**config.mk**
```make
export PLATFORM = sky130hd
export DESIGN_NAME = sess_host
export DESIGN_NICKNAME = d
export VERILOG_FILES = /design/src/logic/sess_pkg.sv /design/src/logic/sess_bus_cycle.sv /design/src/logic/sess_host.sv
export SDC_FILE = /design/constraint.sdc
export NUM_CORES = 1
export LEC_CHECK = 0
export BUFFER_PORTS_ARGS = -buffer_cell sky130_fd_sc_hd__clkbuf_2
export CAP_MARGIN = 20
export CORE_AREA = 10 10 171 189
export DETAILED_ROUTE_END_ITERATION = 8
export DIE_AREA = 0 0 181 199
export GPL_TIMING_DRIVEN = 0
export SYNTH_ARGS = -nofsm -noshare
export SYNTH_HDL_FRONTEND = slang
export SYNTH_SLANG_ARGS = --single-unit
```
**constraint.sdc**
```tcl
create_clock -name pclk -period 5.6 [get_ports pclk]
set_clock_uncertainty 0.1 [all_clocks]
set_input_delay 0.56 -clock pclk [delete_from_list [all_inputs] [get_ports pclk]]
set_output_delay 0.56 -clock pclk [all_outputs]
set_load 0.03 [all_outputs]
```
**src/logic/sess_pkg.sv**
```systemverilog
// Constants, command codes and register map of the flash erase host controller
// How it works
// - Erase is six writes: unlock pair, 80, unlock pair, sector address with 30.
// - More sector writes with 30 fit the window; host spaces them under 50 us.
// - Hardware reset aborts erase; host reissues the sequence afterwards. The controller does not: software must write OP_ERASE again.
// - Suspend is B0 at the bank address, valid only during sector erase.
// - Resume is 30 at the bank address; repeats are ignored.
// - Bypass program is A0 at any address, then address and value.
// - Bypass exit is 90 at the bank address, then 00 anywhere.
// - Secured region entry is unlock pair then 88 at the first unlock address.
package sess_pkg;
  localparam int CLK_MHZ = 250;
  localparam int ADDR_W = 21;
  // Bus cycle timing in clocks
  localparam int T_SETUP = 3;
  localparam int T_STROBE = 12;
  localparam int T_HOLD = 3;
  localparam int T_READ = 25;
  // Windows in microseconds and derived clocks
  localparam int WINDOW_US = 50;
  localparam int GAP_US = 40;
  localparam int SUSPEND_US = 20;
  localparam int GAP_CYC = GAP_US * CLK_MHZ;
  localparam int SUSPEND_CYC = SUSPEND_US * CLK_MHZ;
  localparam int WINDOW_CYC = WINDOW_US * CLK_MHZ;
  // Command codes
  localparam logic [7:0] D_UNLK1 = 8'haa;
  localparam logic [7:0] D_UNLK2 = 8'h55;
  localparam logic [7:0] D_SETUP = 8'h80;
  localparam logic [7:0] D_ERASE = 8'h30;
  localparam logic [7:0] D_SUSP = 8'hb0;
  localparam logic [7:0] D_PROG = 8'ha0;
  localparam logic [7:0] D_BYP = 8'h20;
  localparam logic [7:0] D_BYPX = 8'h90;
  localparam logic [7:0] D_ZERO = 8'h00;
  localparam logic [7:0] D_SECR = 8'h88;
  localparam logic [7:0] D_AUTO = 8'h90;
  localparam logic [7:0] D_RESET = 8'hf0;
  localparam logic [ADDR_W-1:0] A_W1 = 21'h000555;
  localparam logic [ADDR_W-1:0] A_W2 = 21'h0002aa;
  localparam logic [ADDR_W-1:0] A_B1 = 21'h000aaa;
  localparam logic [ADDR_W-1:0] A_B2 = 21'h000555;
  localparam logic [7:0] OFS_PROT_W = 8'h02;
  localparam logic [7:0] OFS_PROT_B = 8'h04;
  // APB register offsets
  localparam logic [7:0] R_CMD = 8'h00;
  localparam logic [7:0] R_ADDR = 8'h04;
  localparam logic [7:0] R_DATA = 8'h08;
  localparam logic [7:0] R_STAT = 8'h0c;
  localparam logic [7:0] R_RDATA = 8'h10;
  localparam logic [7:0] R_CFG = 8'h14;
  // Operation codes written to R_CMD
  localparam logic [3:0] OP_ERASE = 4'h1;
  localparam logic [3:0] OP_ADD = 4'h2;
  localparam logic [3:0] OP_SUSP = 4'h3;
  localparam logic [3:0] OP_RESUME = 4'h4;
  localparam logic [3:0] OP_BPROG = 4'h5;
  localparam logic [3:0] OP_BEXIT = 4'h6;
  localparam logic [3:0] OP_SECR = 4'h7;
  localparam logic [3:0] OP_AUTO = 4'h8;
  localparam logic [3:0] OP_READ = 4'h9;
  localparam logic [3:0] OP_PROT = 4'ha;
  localparam logic [3:0] OP_RESET = 4'hb;
  localparam logic [3:0] OP_BENTER = 4'hc;
  localparam logic [3:0] OP_PROG = 4'hd;
  typedef enum logic [1:0] {SESS_IDLE, SESS_SETUP, SESS_STROBE, SESS_HOLD} sess_cyc_e;
endpackage

```
**src/logic/sess_bus_cycle.sv**
```systemverilog
// One asynchronous write or read bus cycle on the flash pins
`timescale 1ns/1ps
module sess_bus_cycle
  import sess_pkg::*;
(
  input wire logic pclk,
  input wire logic presetn,
  input wire logic start,
  input wire logic is_read,
  input wire logic [ADDR_W-1:0] addr_in,
  input wire logic [15:0] data_in,
  output logic done,
  output logic [15:0] rdata,
  output logic [ADDR_W-1:0] flash_addr,
  output logic [15:0] flash_dq_out,
  output logic flash_dq_oe,
  output logic flash_ce_n,
  output logic flash_we_n,
  output logic flash_oe_n,
  input wire logic [15:0] flash_dq_in
);
  sess_cyc_e state;
  logic rd;
  logic [7:0] cnt;
  logic [15:0] s1, s2, s3;

  // Three stages; data taken once stages two and three agree
  always_ff @(posedge pclk or negedge presetn) begin
    if (!presetn) begin
      s1 <= 16'h0000;
      s2 <= 16'h0000;
      s3 <= 16'h0000;
    end else begin
      s1 <= flash_dq_in;
      s2 <= s1;
      s3 <= s2;
    end
  end

  always_ff @(posedge pclk or negedge presetn) begin
    if (!presetn) begin
      state <= SESS_IDLE;
      cnt <= 8'h00;
      rd <= 1'b0;
      done <= 1'b0;
      rdata <= 16'h0000;
      flash_addr <= '0;
      flash_dq_out <= 16'h0000;
      flash_dq_oe <= 1'b0;
      flash_ce_n <= 1'b1;
      flash_we_n <= 1'b1;
      flash_oe_n <= 1'b1;
    end else begin
      done <= 1'b0;
      case (state)
        SESS_IDLE: begin
          if (start) begin
            rd <= is_read;
            flash_addr <= addr_in;
            flash_dq_out <= data_in;
            flash_dq_oe <= !is_read;
            flash_ce_n <= 1'b0;
            cnt <= 8'(T_SETUP);
            state <= SESS_SETUP;
          end
        end
        SESS_SETUP: begin
          if (cnt == 8'h00) begin
            flash_we_n <= rd;
            flash_oe_n <= !rd;
            cnt <= rd ? 8'(T_READ) : 8'(T_STROBE);
            state <= SESS_STROBE;
          end else begin
            cnt <= cnt - 8'h01;
          end
        end
        SESS_STROBE: begin
          if (cnt == 8'h00 && (!rd || s2 == s3)) begin
            // Rising strobe edge latches the command; window timing starts here
            flash_we_n <= 1'b1;
            flash_oe_n <= 1'b1;
            rdata <= s3;
            cnt <= 8'(T_HOLD);
            state <= SESS_HOLD;
          end else if (cnt != 8'h00) begin
            cnt <= cnt - 8'h01;
          end
        end
        SESS_HOLD: begin
          if (cnt == 8'h00) begin
            flash_ce_n <= 1'b1;
            flash_dq_oe <= 1'b0;
            done <= 1'b1;
            state <= SESS_IDLE;
          end else begin
            cnt <= cnt - 8'h01;
          end
        end
        default: state <= SESS_IDLE;
      endcase
    end
  end
endmodule // sess_bus_cycle

```
**src/logic/sess_host.sv**
```systemverilog
// Host controller that drives sector erase, suspend and related sequences
//
// The address map and register access over APB were left to the implementer.
`timescale 1ns/1ps
module sess_host
  import sess_pkg::*;
#(
  parameter int GAP_CYCLES = GAP_CYC,
  parameter int SUSP_CYCLES = SUSPEND_CYC
)(
  input wire logic pclk,
  input wire logic presetn,
  input wire logic psel,
  input wire logic penable,
  input wire logic pwrite,
  input wire logic [7:0] paddr,
  input wire logic [31:0] pwdata,
  output logic [31:0] prdata,
  output logic pready,
  output logic pslverr,
  output logic [ADDR_W-1:0] flash_addr,
  output logic [15:0] flash_dq_out,
  output logic flash_dq_oe,
  input wire logic [15:0] flash_dq_in,
  output logic flash_ce_n,
  output logic flash_we_n,
  output logic flash_oe_n,
  output logic flash_reset_n,
  input wire logic ready_busy_in
);
  typedef enum logic [2:0] {H_IDLE, H_ISSUE, H_WAIT, H_GAP, H_SUSW} sess_host_e;
  sess_host_e state;
  logic [ADDR_W-1:0] op_addr;
  logic [15:0] op_data;
  logic [3:0] op;
  logic byte_mode;
  logic [2:0] step;
  logic [2:0] nsteps;
  logic busy;
  logic error;
  logic [15:0] rd_value;
  logic hw_reset;
  logic [31:0] timer;
  logic cyc_start, cyc_done;
  logic [15:0] cyc_rdata;
  logic [ADDR_W-1:0] seq_addr;
  logic [15:0] seq_data;
  logic seq_read;
  logic rb1, rb2, rb3, rb_stable;

  assign pready = 1'b1;
  assign pslverr = 1'b0;
  assign cyc_start = (state == H_ISSUE);

  // Length of each host operation in bus cycles
  function automatic logic [2:0] op_len(input logic [3:0] o);
    case (o)
      OP_ERASE: op_len = 3'd6;
      OP_ADD, OP_SUSP, OP_RESUME, OP_READ, OP_RESET: op_len = 3'd1;
      OP_BPROG, OP_BEXIT: op_len = 3'd2;
      OP_SECR, OP_AUTO, OP_BENTER: op_len = 3'd3;
      OP_PROT, OP_PROG: op_len = 3'd4;
      default: op_len = 3'd0;
    endcase
  endfunction

  // Unlock address for a step, picked by word or byte mode
  function automatic logic [ADDR_W-1:0] unlk(input logic second, input logic bm);
    unlk = second ? (bm ? A_B2 : A_W2) : (bm ? A_B1 : A_W1);
  endfunction

  // Address and data of the current step of the current operation
  always_comb begin
    seq_addr = op_addr;
    seq_data = 16'h0000;
    seq_read = 1'b0;
    case (op)
      OP_ERASE: begin
        case (step)
          3'd0, 3'd3: seq_addr = unlk(1'b0, byte_mode);
          3'd1, 3'd4: seq_addr = unlk(1'b1, byte_mode);
          3'd2: seq_addr = unlk(1'b0, byte_mode);
          default: seq_addr = op_addr;
        endcase
        case (step)
          3'd0, 3'd3: seq_data = {8'h00, D_UNLK1};
          3'd1, 3'd4: seq_data = {8'h00, D_UNLK2};
          3'd2: seq_data = {8'h00, D_SETUP};
          default: seq_data = {8'h00, D_ERASE};
        endcase
      end
      OP_ADD: seq_data = {8'h00, D_ERASE};
      OP_SUSP: seq_data = {8'h00, D_SUSP};
      OP_RESUME: seq_data = {8'h00, D_ERASE};
      OP_RESET: seq_data = {8'h00, D_RESET};
      OP_READ: seq_read = 1'b1;
      OP_BPROG: begin
        seq_data = (step == 3'd0) ? {8'h00, D_PROG} : op_data;
      end
      OP_BEXIT: seq_data = (step == 3'd0) ? {8'h00, D_BYPX} : {8'h00, D_ZERO};
      OP_SECR, OP_AUTO, OP_BENTER, OP_PROT, OP_PROG: begin
        if (step < 3'd2) begin
          seq_addr = unlk(step[0], byte_mode);
          seq_data = {8'h00, step[0] ? D_UNLK2 : D_UNLK1};
        end else if (step == 3'd2) begin
          seq_addr = (op == OP_SECR || op == OP_BENTER || op == OP_PROG) ?
                     unlk(1'b0, byte_mode) : (op_addr | unlk(1'b0, byte_mode));
          seq_data = {8'h00, (op == OP_SECR) ? D_SECR : (op == OP_BENTER) ? D_BYP :
                     (op == OP_PROG) ? D_PROG : D_AUTO};
        end else if (op == OP_PROT) begin
          seq_addr = {op_addr[ADDR_W-1:8], byte_mode ? OFS_PROT_B : OFS_PROT_W};
          seq_read = 1'b1;
        end else begin
          seq_data = op_data;
        end
      end
      default: seq_data = 16'h0000;
    endcase
  end

  // Ready/busy pin from outside the clock domain
  always_ff @(posedge pclk or negedge presetn) begin
    if (!presetn) begin
      rb1 <= 1'b1;
      rb2 <= 1'b1;
      rb3 <= 1'b1;
      rb_stable <= 1'b1;
    end else begin
      rb1 <= ready_busy_in;
      rb2 <= rb1;
      rb3 <= rb2;
      if (rb2 == rb3) begin
        rb_stable <= rb3;
      end
    end
  end

  // APB writes load the operation; a command while busy is flagged and dropped
  always_ff @(posedge pclk or negedge presetn) begin
    if (!presetn) begin
      op_addr <= '0;
      op_data <= 16'h0000;
      byte_mode <= 1'b0;
      hw_reset <= 1'b0;
    end else if (psel && penable && pwrite) begin
      case (paddr)
        R_ADDR: op_addr <= pwdata[ADDR_W-1:0];
        R_DATA: op_data <= pwdata[15:0];
        R_CFG: begin
          byte_mode <= pwdata[0];
          hw_reset <= pwdata[1];
        end
        default: ;
      endcase
    end
  end

  always_ff @(posedge pclk or negedge presetn) begin
    if (!presetn) begin
      flash_reset_n <= 1'b0;
    end else begin
      flash_reset_n <= !hw_reset;
    end
  end

  // Sequencer over bus cycles and erase timing
  always_ff @(posedge pclk or negedge presetn) begin
    if (!presetn) begin
      state <= H_IDLE;
      op <= 4'h0;
      step <= 3'd0;
      nsteps <= 3'd0;
      busy <= 1'b0;
      error <= 1'b0;
      timer <= 32'h0;
      rd_value <= 16'h0000;
    end else begin
      if (psel && penable && pwrite && paddr == R_CMD) begin
        if (busy || op_len(pwdata[3:0]) == 3'd0) begin
          error <= 1'b1;
        end else begin
          op <= pwdata[3:0];
          nsteps <= op_len(pwdata[3:0]);
          step <= 3'd0;
          busy <= 1'b1;
          state <= H_ISSUE;
        end
      end else if (psel && penable && pwrite && paddr == R_STAT) begin
        error <= error & !pwdata[1];
      end
      // Gap countdown comes first, so a fresh load in the case below wins
      if (state != H_SUSW && timer != 32'h0) begin
        timer <= timer - 32'h1;
      end
      case (state)
        H_IDLE: ;
        H_ISSUE: state <= H_WAIT;
        H_WAIT: begin
          if (cyc_done) begin
            if (seq_read) begin
              rd_value <= cyc_rdata;
            end
            if (step + 3'd1 < nsteps) begin
              step <= step + 3'd1;
              state <= H_ISSUE;
            end else if (op == OP_ERASE || op == OP_ADD) begin
              // Keep the next sector write well inside the device window
              timer <= 32'(GAP_CYCLES);
              state <= H_GAP;
            end else if (op == OP_SUSP) begin
              timer <= 32'(SUSP_CYCLES);
              state <= H_SUSW;
            end else begin
              busy <= 1'b0;
              state <= H_IDLE;
            end
          end
        end
        H_GAP: begin
          // Busy clears at once; the gap shows only as status bit2, so software may add sectors during it
          busy <= 1'b0;
          state <= H_IDLE;
        end
        H_SUSW: begin
          // Wait out the worst suspend latency before touching the bank
          if (timer == 32'h0) begin
            busy <= 1'b0;
            state <= H_IDLE;
          end else begin
            timer <= timer - 32'h1;
          end
        end
        default: state <= H_IDLE;
      endcase
    end
  end

  // Status: bit0 busy, bit1 error, bit2 add window open, bit3 device busy
  always_comb begin
    prdata = 32'h0;
    case (paddr)
      R_ADDR: prdata = {{(32-ADDR_W){1'b0}}, op_addr};
      R_DATA: prdata = {16'h0, op_data};
      R_STAT: prdata = {28'h0, !rb_stable, timer != 32'h0 && state != H_SUSW, error, busy};
      R_RDATA: prdata = {16'h0, rd_value}; // via read value
      R_CFG: prdata = {30'h0, hw_reset, byte_mode};
      default: prdata = 32'h0;
    endcase
  end

  sess_bus_cycle u_cyc (
    .pclk(pclk),
    .presetn(presetn),
    .start(cyc_start),
    .is_read(seq_read),
    .addr_in(seq_addr),
    .data_in(seq_data),
    .done(cyc_done),
    .rdata(cyc_rdata),
    .flash_addr(flash_addr),
    .flash_dq_out(flash_dq_out),
    .flash_dq_oe(flash_dq_oe),
    .flash_ce_n(flash_ce_n),
    .flash_we_n(flash_we_n),
    .flash_oe_n(flash_oe_n),
    .flash_dq_in(flash_dq_in)
  );
endmodule // sess_host

```
==> key figures, run 1 <==
Timing
  – Max-slew violations: 0
  – Final Hold Viols: 0
  – Tmin final: 4.00 ns
  – Slew HR: 0.382
  – Slew at the pin with the worst max-slew slack: 0.919 ns
  – Final setup fails: 0
  – Fin Hold WS: 0.0341 ns
  – FMAX: 250 MHz
  – Fin Setup TNS: 0 ns
  – RSZ-0062 raised after global routing: false
  – Final Cycle Share: 0.714

Worst setup path
  – CP startpoint kind: register
  – Top Family by Delay on Critical Path: simple AND/OR/NAND/NOR gates
  – Crit Path Category: register to output port
  – WP data arrival: 3.34 ns
  – R2r setup slk: 1.75 ns
  – Cells on worst reg2reg path: 10
  – Crit end category: output port
  – Worst setup startpoint: timer[0]
  – Levels on crit path: 9
  – Maximum net fanout on the critical path: 10
  – FF-to-FF Start: step[0]
  – Critical path required time: 4.94 ns
  – R2r endpoint: timer[17]
  – Crit-path max cell delay: 0.56 ns
  – Crit path to: prdata[2]
  – Critical path's slowest cell: or4b_4
  – CP Buf/Inv Count: 4
  – Worst path most repeated cell: buf_2
  – Critical-path cell list: inv_1, ha_1, or3b_1, buf_2, or4b_4, nor3_2, buf_2, o31ai_1, clkbuf_2

Drt
  – DRT Pass-1 Iters: 5
  – Detail Route Antenna Nets: 0
  – WL final: 28200 um
  – Vias per std cell: 5.32
  – Vias: 8089
  – Iter 0 DRT Violations: 519
  – Avg WL per Cell: 18.6 um
  – Remaining routing DRC violations: 0

Power and ir drop
  – Peak supply drop: 0.225 mV
  – Leakage Power: 0.00580 uW
  – PD cells: 385 nW/um2

Synth
  – Mean Syn Cell Area: 10.9 um2
  – Area leader, netlist: dfrtp_1
  – Area share of the largest cell type after synthesis: 0.509
  – Ranking of synthesized cells by area: dfrtp_1, mux2_2, nor2_1, xnor2_1, nand2_1
  – Asr flop ratio synth: 1.00
  – Top FF cell, synth: dfrtp_1
  – Synthesized area: 10700 um2
  – Seq/Total Area, Yosys: 0.527
  – Cells after Synth: 978
  – EDFF count, synth: 0
  – Yosys warning count: 0
  – Netlist cell types: 83
  – Synthesized flop and latch total: 224

Global route
  – Met2 Track Usage GR: 0.265
  – Grt met1 use: 0.185
  – Largest net degree at the start of global routing: 103
  – Met3 global-route usage: 0.0222
  – All-layer global routing usage: 0.150
  – Grt ovf: 0
  – Vias in the first global route: 7939
  – First-pass GRT wire length: 44200 um
  – Initial antenna violation count: 0
  – GR peak layer: met2

Hold path
  – Hold Path Class: input pin to register

Final layout
  – Final cell utilization of the core: 0.446
  – Share of post-route cells with drive strength above 1: 0.247
  – Layout net count: 1213
  – Area Growth Syn to Fin: 18.8%
  – Fillers: 2708
  – Antenna diode count: 0
  – Final Instance Count excl. Fillers: 1520

Placed design
  – Hpwl dp: 20900 um
  – I/O Buffers: 112
  – Placed cell count: 1472
  – Placer Congestion: 0.917

Floorplan
  – Core ar.: 28400 um2
  – Starting Density: 0.376
  – Chip Height: 199 um
  – Row count: 65
  – Die width: 181 um
  – # IOs: 138
  – Area of the die: 36000 um2

Clock network
  – CTS tree: done
  – CTS H-tree depth: 1
  – Post-CTS resize count: 0
  – Worst skew pair latency: 0.53 ns
  – Setup Fix Bufs, Post-CTS: 0
  – Clock root cell: clkbuf_16
  – Clock transition at the registers of the reported paths: 0.06 ns
  – Clock sink count: 224
  – Cts bufs inserted: 25
  – CTS Buffer Depth: 3

Run
  – MaxCap Viol Count: 0

Outcome
  – Status: finished, final reports clean
sequential cells by signal, indices dropped and copies added (netlist names), 2 cells and up:
name and flops:
op_data 16, step 3, nsteps 3, timer 32, u_cyc.flash_dq_out 16, u_cyc.state 2, u_cyc.rdata 16, u_cyc.flash_addr 21
u_cyc.s3 16, state 3, u_cyc.cnt 8, rd_value 16, op_addr 21, u_cyc.s1 16, u_cyc.s2 16, op 4
worst reg2reg max path, delay by kind of cell (launching register included):
| kind | cells | cell delay, ns |
|---|---|---|
| compound gates | 2 | 0.26 |
| fa+ha+maj | 2 | 0.71 |
| buf+inv | 3 | 1.12 |
| flops | 1 | 0.43 |
| simple gates | 3 | 1.10 |
power breakdown:
| group | switching [uW] | internal, uW | leakage (uW) |
|---|---|---|---|
| Clock | 675 | 1020 | 0.000416 |
| Combinational | 668 | 478 | 0.00254 |
| Sequential | 188 | 1850 | 0.00284 |
| Total | 1530 | 3350 | 0.00580 |
cell usage in the layout (no fill, tap or decap), types with 13 or more instances in the layout:
cell / Yosys / layout
clkbuf_1: 38 / 43
nand2_1: 67 / 67
buf_4: 13 / 13
nand2b_1: 16 / 16
nand3_1: 17 / 17
conb_1: 2 / 13
o21ai_0: 44 / 44
xor2_1: 14 / 14
dfrtp_1: 217 / 217
a21oi_1: 40 / 40
ha_1: 18 / 18
mux2_2: 69 / 69
xnor2_1: 29 / 29
nor2_1: 69 / 69
a222oi_1: 15 / 15
a22o_1: 17 / 17
inv_1: 42 / 42
clkbuf_2: 0 / 111
clkbuf_16: 0 / 25
nor3_1: 31 / 31
synth_stat cells, drive strengths merged, types with 5 or more instances:
master and count:
mux2 69, dfstp 7, o21ai 44, or3 11, inv 42, a221oi 11
a22o 17, nor3b 5, and2 8, nand2 67, clkbuf 38, nor3 33
nand4 10, xor2 14, a222oi 15, mux2i 7, ha 18, nor2 70
and3 8, buf 26, xnor2 29, a211oi 8, or4 7, nand2b 16
dfrtp 217, nand3 18, a31oi 6, nor2b 10, nor4 14, o31ai 10
o22ai 10, a21oi 41
worst min-delay path by stage:
stage,cells past startpoint,end,startpoint,slack [ns]
3_5_place_dp,0,u_cyc.s2[2],u_cyc.s1[2],0.23
2_1_floorplan,0,busy,presetn,0.16
4_1_cts,1,u_cyc.s1[15],flash_dq_in[15],0.01
5_1_grt,1,u_cyc.s1[0],flash_dq_in[0],0.01
6_report,1,u_cyc.s1[15],flash_dq_in[15],0.03
3_3_place_gp,0,u_cyc.s2[8],u_cyc.s1[8],0.23
through the flow:
step | area (um2) | total power, uW | setup WS, ns
finish | 12700 | 4880 | 1.60
global route | 12700 | 5170 | 1.42
CTS | 12700 | 4940 | 1.54
detailed placement | 11800 | 3210 | 1.78
global placement | 11700 | 3180 | -0.686
floorplan | 10700 | 2890 | 2.44
area by class of cell:
cell class	count	area, um2	area share
tap	368	460	0.0363
timing repair buffer	117	649	0.0513
clock inverter	12	154	0.0121
clock buffer	34	699	0.0552
multi-input combinational	659	4610	0.364
sequential	224	5610	0.443
inverter	42	158	0.0124
buffer	64	323	0.0255
kinds of logic after synthesis:
| family | after synthesis | synth area share |
|---|---|---|
| buf+inv | 106 | 0.0451 |
| mux | 76 | 0.0794 |
| simple gates | 300 | 0.151 |
| other cells | 2 | 0.000704 |
| compound gates | 208 | 0.140 |
| xor+xnor | 43 | 0.0353 |
| flops | 224 | 0.527 |
| fa+ha+maj | 19 | 0.0221 |
per-layer routing:
metal	wire [um]	up-vias
li1	-	3843
met1	12000	4008
met2	14300	190
met3	1210	48
met4	710	0
met5	0	-
what timing repair did:
| item | 4_1_cts | 5_1_grt |
|---|---|---|
| hold buffers | 2 | 0 |
| endpoints found under the setup margin | 0 | 0 |
| endpoints found under the hold margin | 52 | 0 |
(Power assumes the default switching activity.)
==> run 2, diff against run 1 <==
Clock period 5.6 ns to 3.34 ns, I/O delays scaled along.
==> run 2 against run 1 <==
Core utilization up 1.5 points; sequential share of layout area shrank 1.4 points; die area is the same; clock power rose by 68%; sequential cell count did not move; critical endpoint unchanged; largest power group unchanged.
==> key figures, run 2 (synthesis results as in run 1) <==
Outcome
  – Status: finished, final reports clean

Clock network
  – Clock root cell: clkbuf_16
  – CTS H-tree depth: 1
  – CTS Buffer Depth: 3
  – CTS tree: done
  – Clock sink count: 224
  – Cts bufs inserted: 25
  – Clock transition at the registers of the reported paths: 0.06 ns
  – Worst skew pair latency: 0.53 ns

Timing
  – Tmin final: 3.25 ns
  – Final setup fails: 0
  – Slew HR: 0.494
  – Final Hold Viols: 0
  – Final Cycle Share: 0.973
  – RSZ-0062 raised after global routing: true
  – Slew at the pin with the worst max-slew slack: 0.750 ns
  – FMAX: 308 MHz
  – Fin Setup TNS: 0 ns
  – Max-slew violations: 0

Floorplan
  – Area of the die: 36000 um2
  – Starting Density: 0.376
  – Chip Height: 199 um
  – Core ar.: 28400 um2
  – Row count: 65
  – # IOs: 138
  – Die width: 181 um

Worst setup path
  – Crit-path max cell delay: 0.54 ns
  – Maximum net fanout on the critical path: 7
  – Crit Path Category: register to output port
  – Crit end category: output port
  – Critical path's slowest cell: or4b_4
  – CP Buf/Inv Count: 4
  – CP startpoint kind: register
  – WP data arrival: 2.82 ns
  – Critical path required time: 2.91 ns
  – Critical-path cell list: inv_2, ha_1, or3b_1, buf_2, or4b_4, nor3_4, buf_6, o31ai_2, buf_4
  – Top Family by Delay on Critical Path: simple AND/OR/NAND/NOR gates

Drt
  – Avg WL per Cell: 18.3 um
  – Vias: 8249
  – WL final: 28500 um
  – DRT Pass-1 Iters: 5
  – Remaining routing DRC violations: 0
  – Iter 0 DRT Violations: 516
  – Vias per std cell: 5.29
  – Detail Route Antenna Nets: 0

Power and ir drop
  – Comb power frac: 0.238
  – Leakage Power: 0.00601 uW
  – Switching share of power: 0.314
  – Internal power: 5640 uW
  – Reg power frac: 0.417
  – Clock share of power: 0.345
  – NetSw: 2580 uW
  – Total chip power: 8230 uW
  – PD cells: 628 nW/um2
  – Peak supply drop: 0.378 mV

Final layout
  – Most common cell after layout, fill and taps aside: dfrtp_1
  – Share of post-route cells with drive strength above 1: 0.252
  – Final cell utilization of the core: 0.461
  – Regs by FF count: timer x32, op_addr x21, u_cyc.flash_addr x21
  – Antenna diode count: 0
  – Final Instance Count excl. Fillers: 1560
  – Layout net count: 1253
  – Final instance area: 13100 um2
  – Max reg flops: 32
  – Area Growth Syn to Fin: 22.8%
  – Largest Register: timer
  – Reg area: 5620 um2
  – Fillers: 2671
  – Area of the multi-input gates: 4630 um2
  – Commonest cells after routing, fill and taps aside: dfrtp_1, clkbuf_2, mux2_2

Placed design
  – Hpwl dp: 20900 um
  – DP Area: 11800 um2
  – I/O Buffers: 112
  – Placer Congestion: 0.917
  – Placed cell count: 1472

Global route
  – Largest net degree at the start of global routing: 103
  – First-pass GRT wire length: 44600 um
  – Vias in the first global route: 8105
  – Grt ovf: 0
  – Initial antenna violation count: 0
  – All-layer global routing usage: 0.152

Hold path
  – Hold Path Class: input pin to register

Run
  – MaxCap Viol Count: 0
-- run 2: power by group through the flow --
stage | sequential (uW) | clock [uW] | combinational [uW]
2_1_floorplan | 3470 | 0 | 1380
3_3_place_gp | 3460 | 0 | 1870
3_5_place_dp | 3460 | 0 | 1930
4_1_cts | 3430 | 2910 | 1980
5_1_grt | 3480 | 3030 | 2210
6_report | 3430 | 2840 | 1960
-- run 2: cell type report --
type,instances,share of cell area
clock buffers,34,0.0534
flip-flops and latches,224,0.429
plain buffers,63,0.0251
repair buffers,158,0.0796
multi-input cells,659,0.354
inverters,42,0.0120
clock inverters,12,0.0118
well taps,368,0.0352
-- run 2: repair_timing --
action,in CTS,in global routing
setup buffers,2,6
gates resized for setup,10,4
hold endpoints to repair,97,0
hold buffers,35,0
pin swaps,3,1
endpoints found under the setup margin,37,32
-- run 2: worst register-to-register path, stage by stage, from the launching register on --
cell and delay, ns:
dfrtp_2 0.50, inv_1 0.18, ha_1 0.29, nor2b_1 0.14
clkbuf_1 0.23, o31ai_1 0.29, nand2_1 0.21, nor2_2 0.34
buf_2 0.33, mux2_2 0.37
-- run 2: worst paths after layout --
path	start	to	slack, ns	cells past startpoint
min reg2reg	u_cyc.s1[5]	u_cyc.s2[5]	0.24	0
min	pwdata[2]	op_data[2]	0.08	2
max	timer[0]	prdata[2]	0.09	9
max reg2reg	step[0]	rd_value[8]	0.26	9
min in group asynchronous	presetn	u_cyc.cnt[3]	0.23	2
max in group asynchronous	presetn	rd_value[14]	2.05	3
-- run 2: stage by stage --
step	setup WS [ns]	hold slack [ns]
final	0.0891	0.0774
after global routing	-0.0196	0.0673
after CTS	-0.00243	0.0480
after detailed placement	-0.477	0.235
after global placement	-2.72	0.233
after floorplan	0.527	-0.0616
-- run 2: per-layer routing --
layer | share of wire | GRT usage | vias up | wire [um]
li1 | - | - | 3933 | -
met1 | 0.42 | 0.184 | 4026 | 11900
met2 | 0.50 | 0.261 | 229 | 14100
met3 | 0.050 | 0.0253 | 61 | 1420
met4 | 0.037 | 0.0630 | 0 | 1040
met5 | 0 | 0 | - | 0
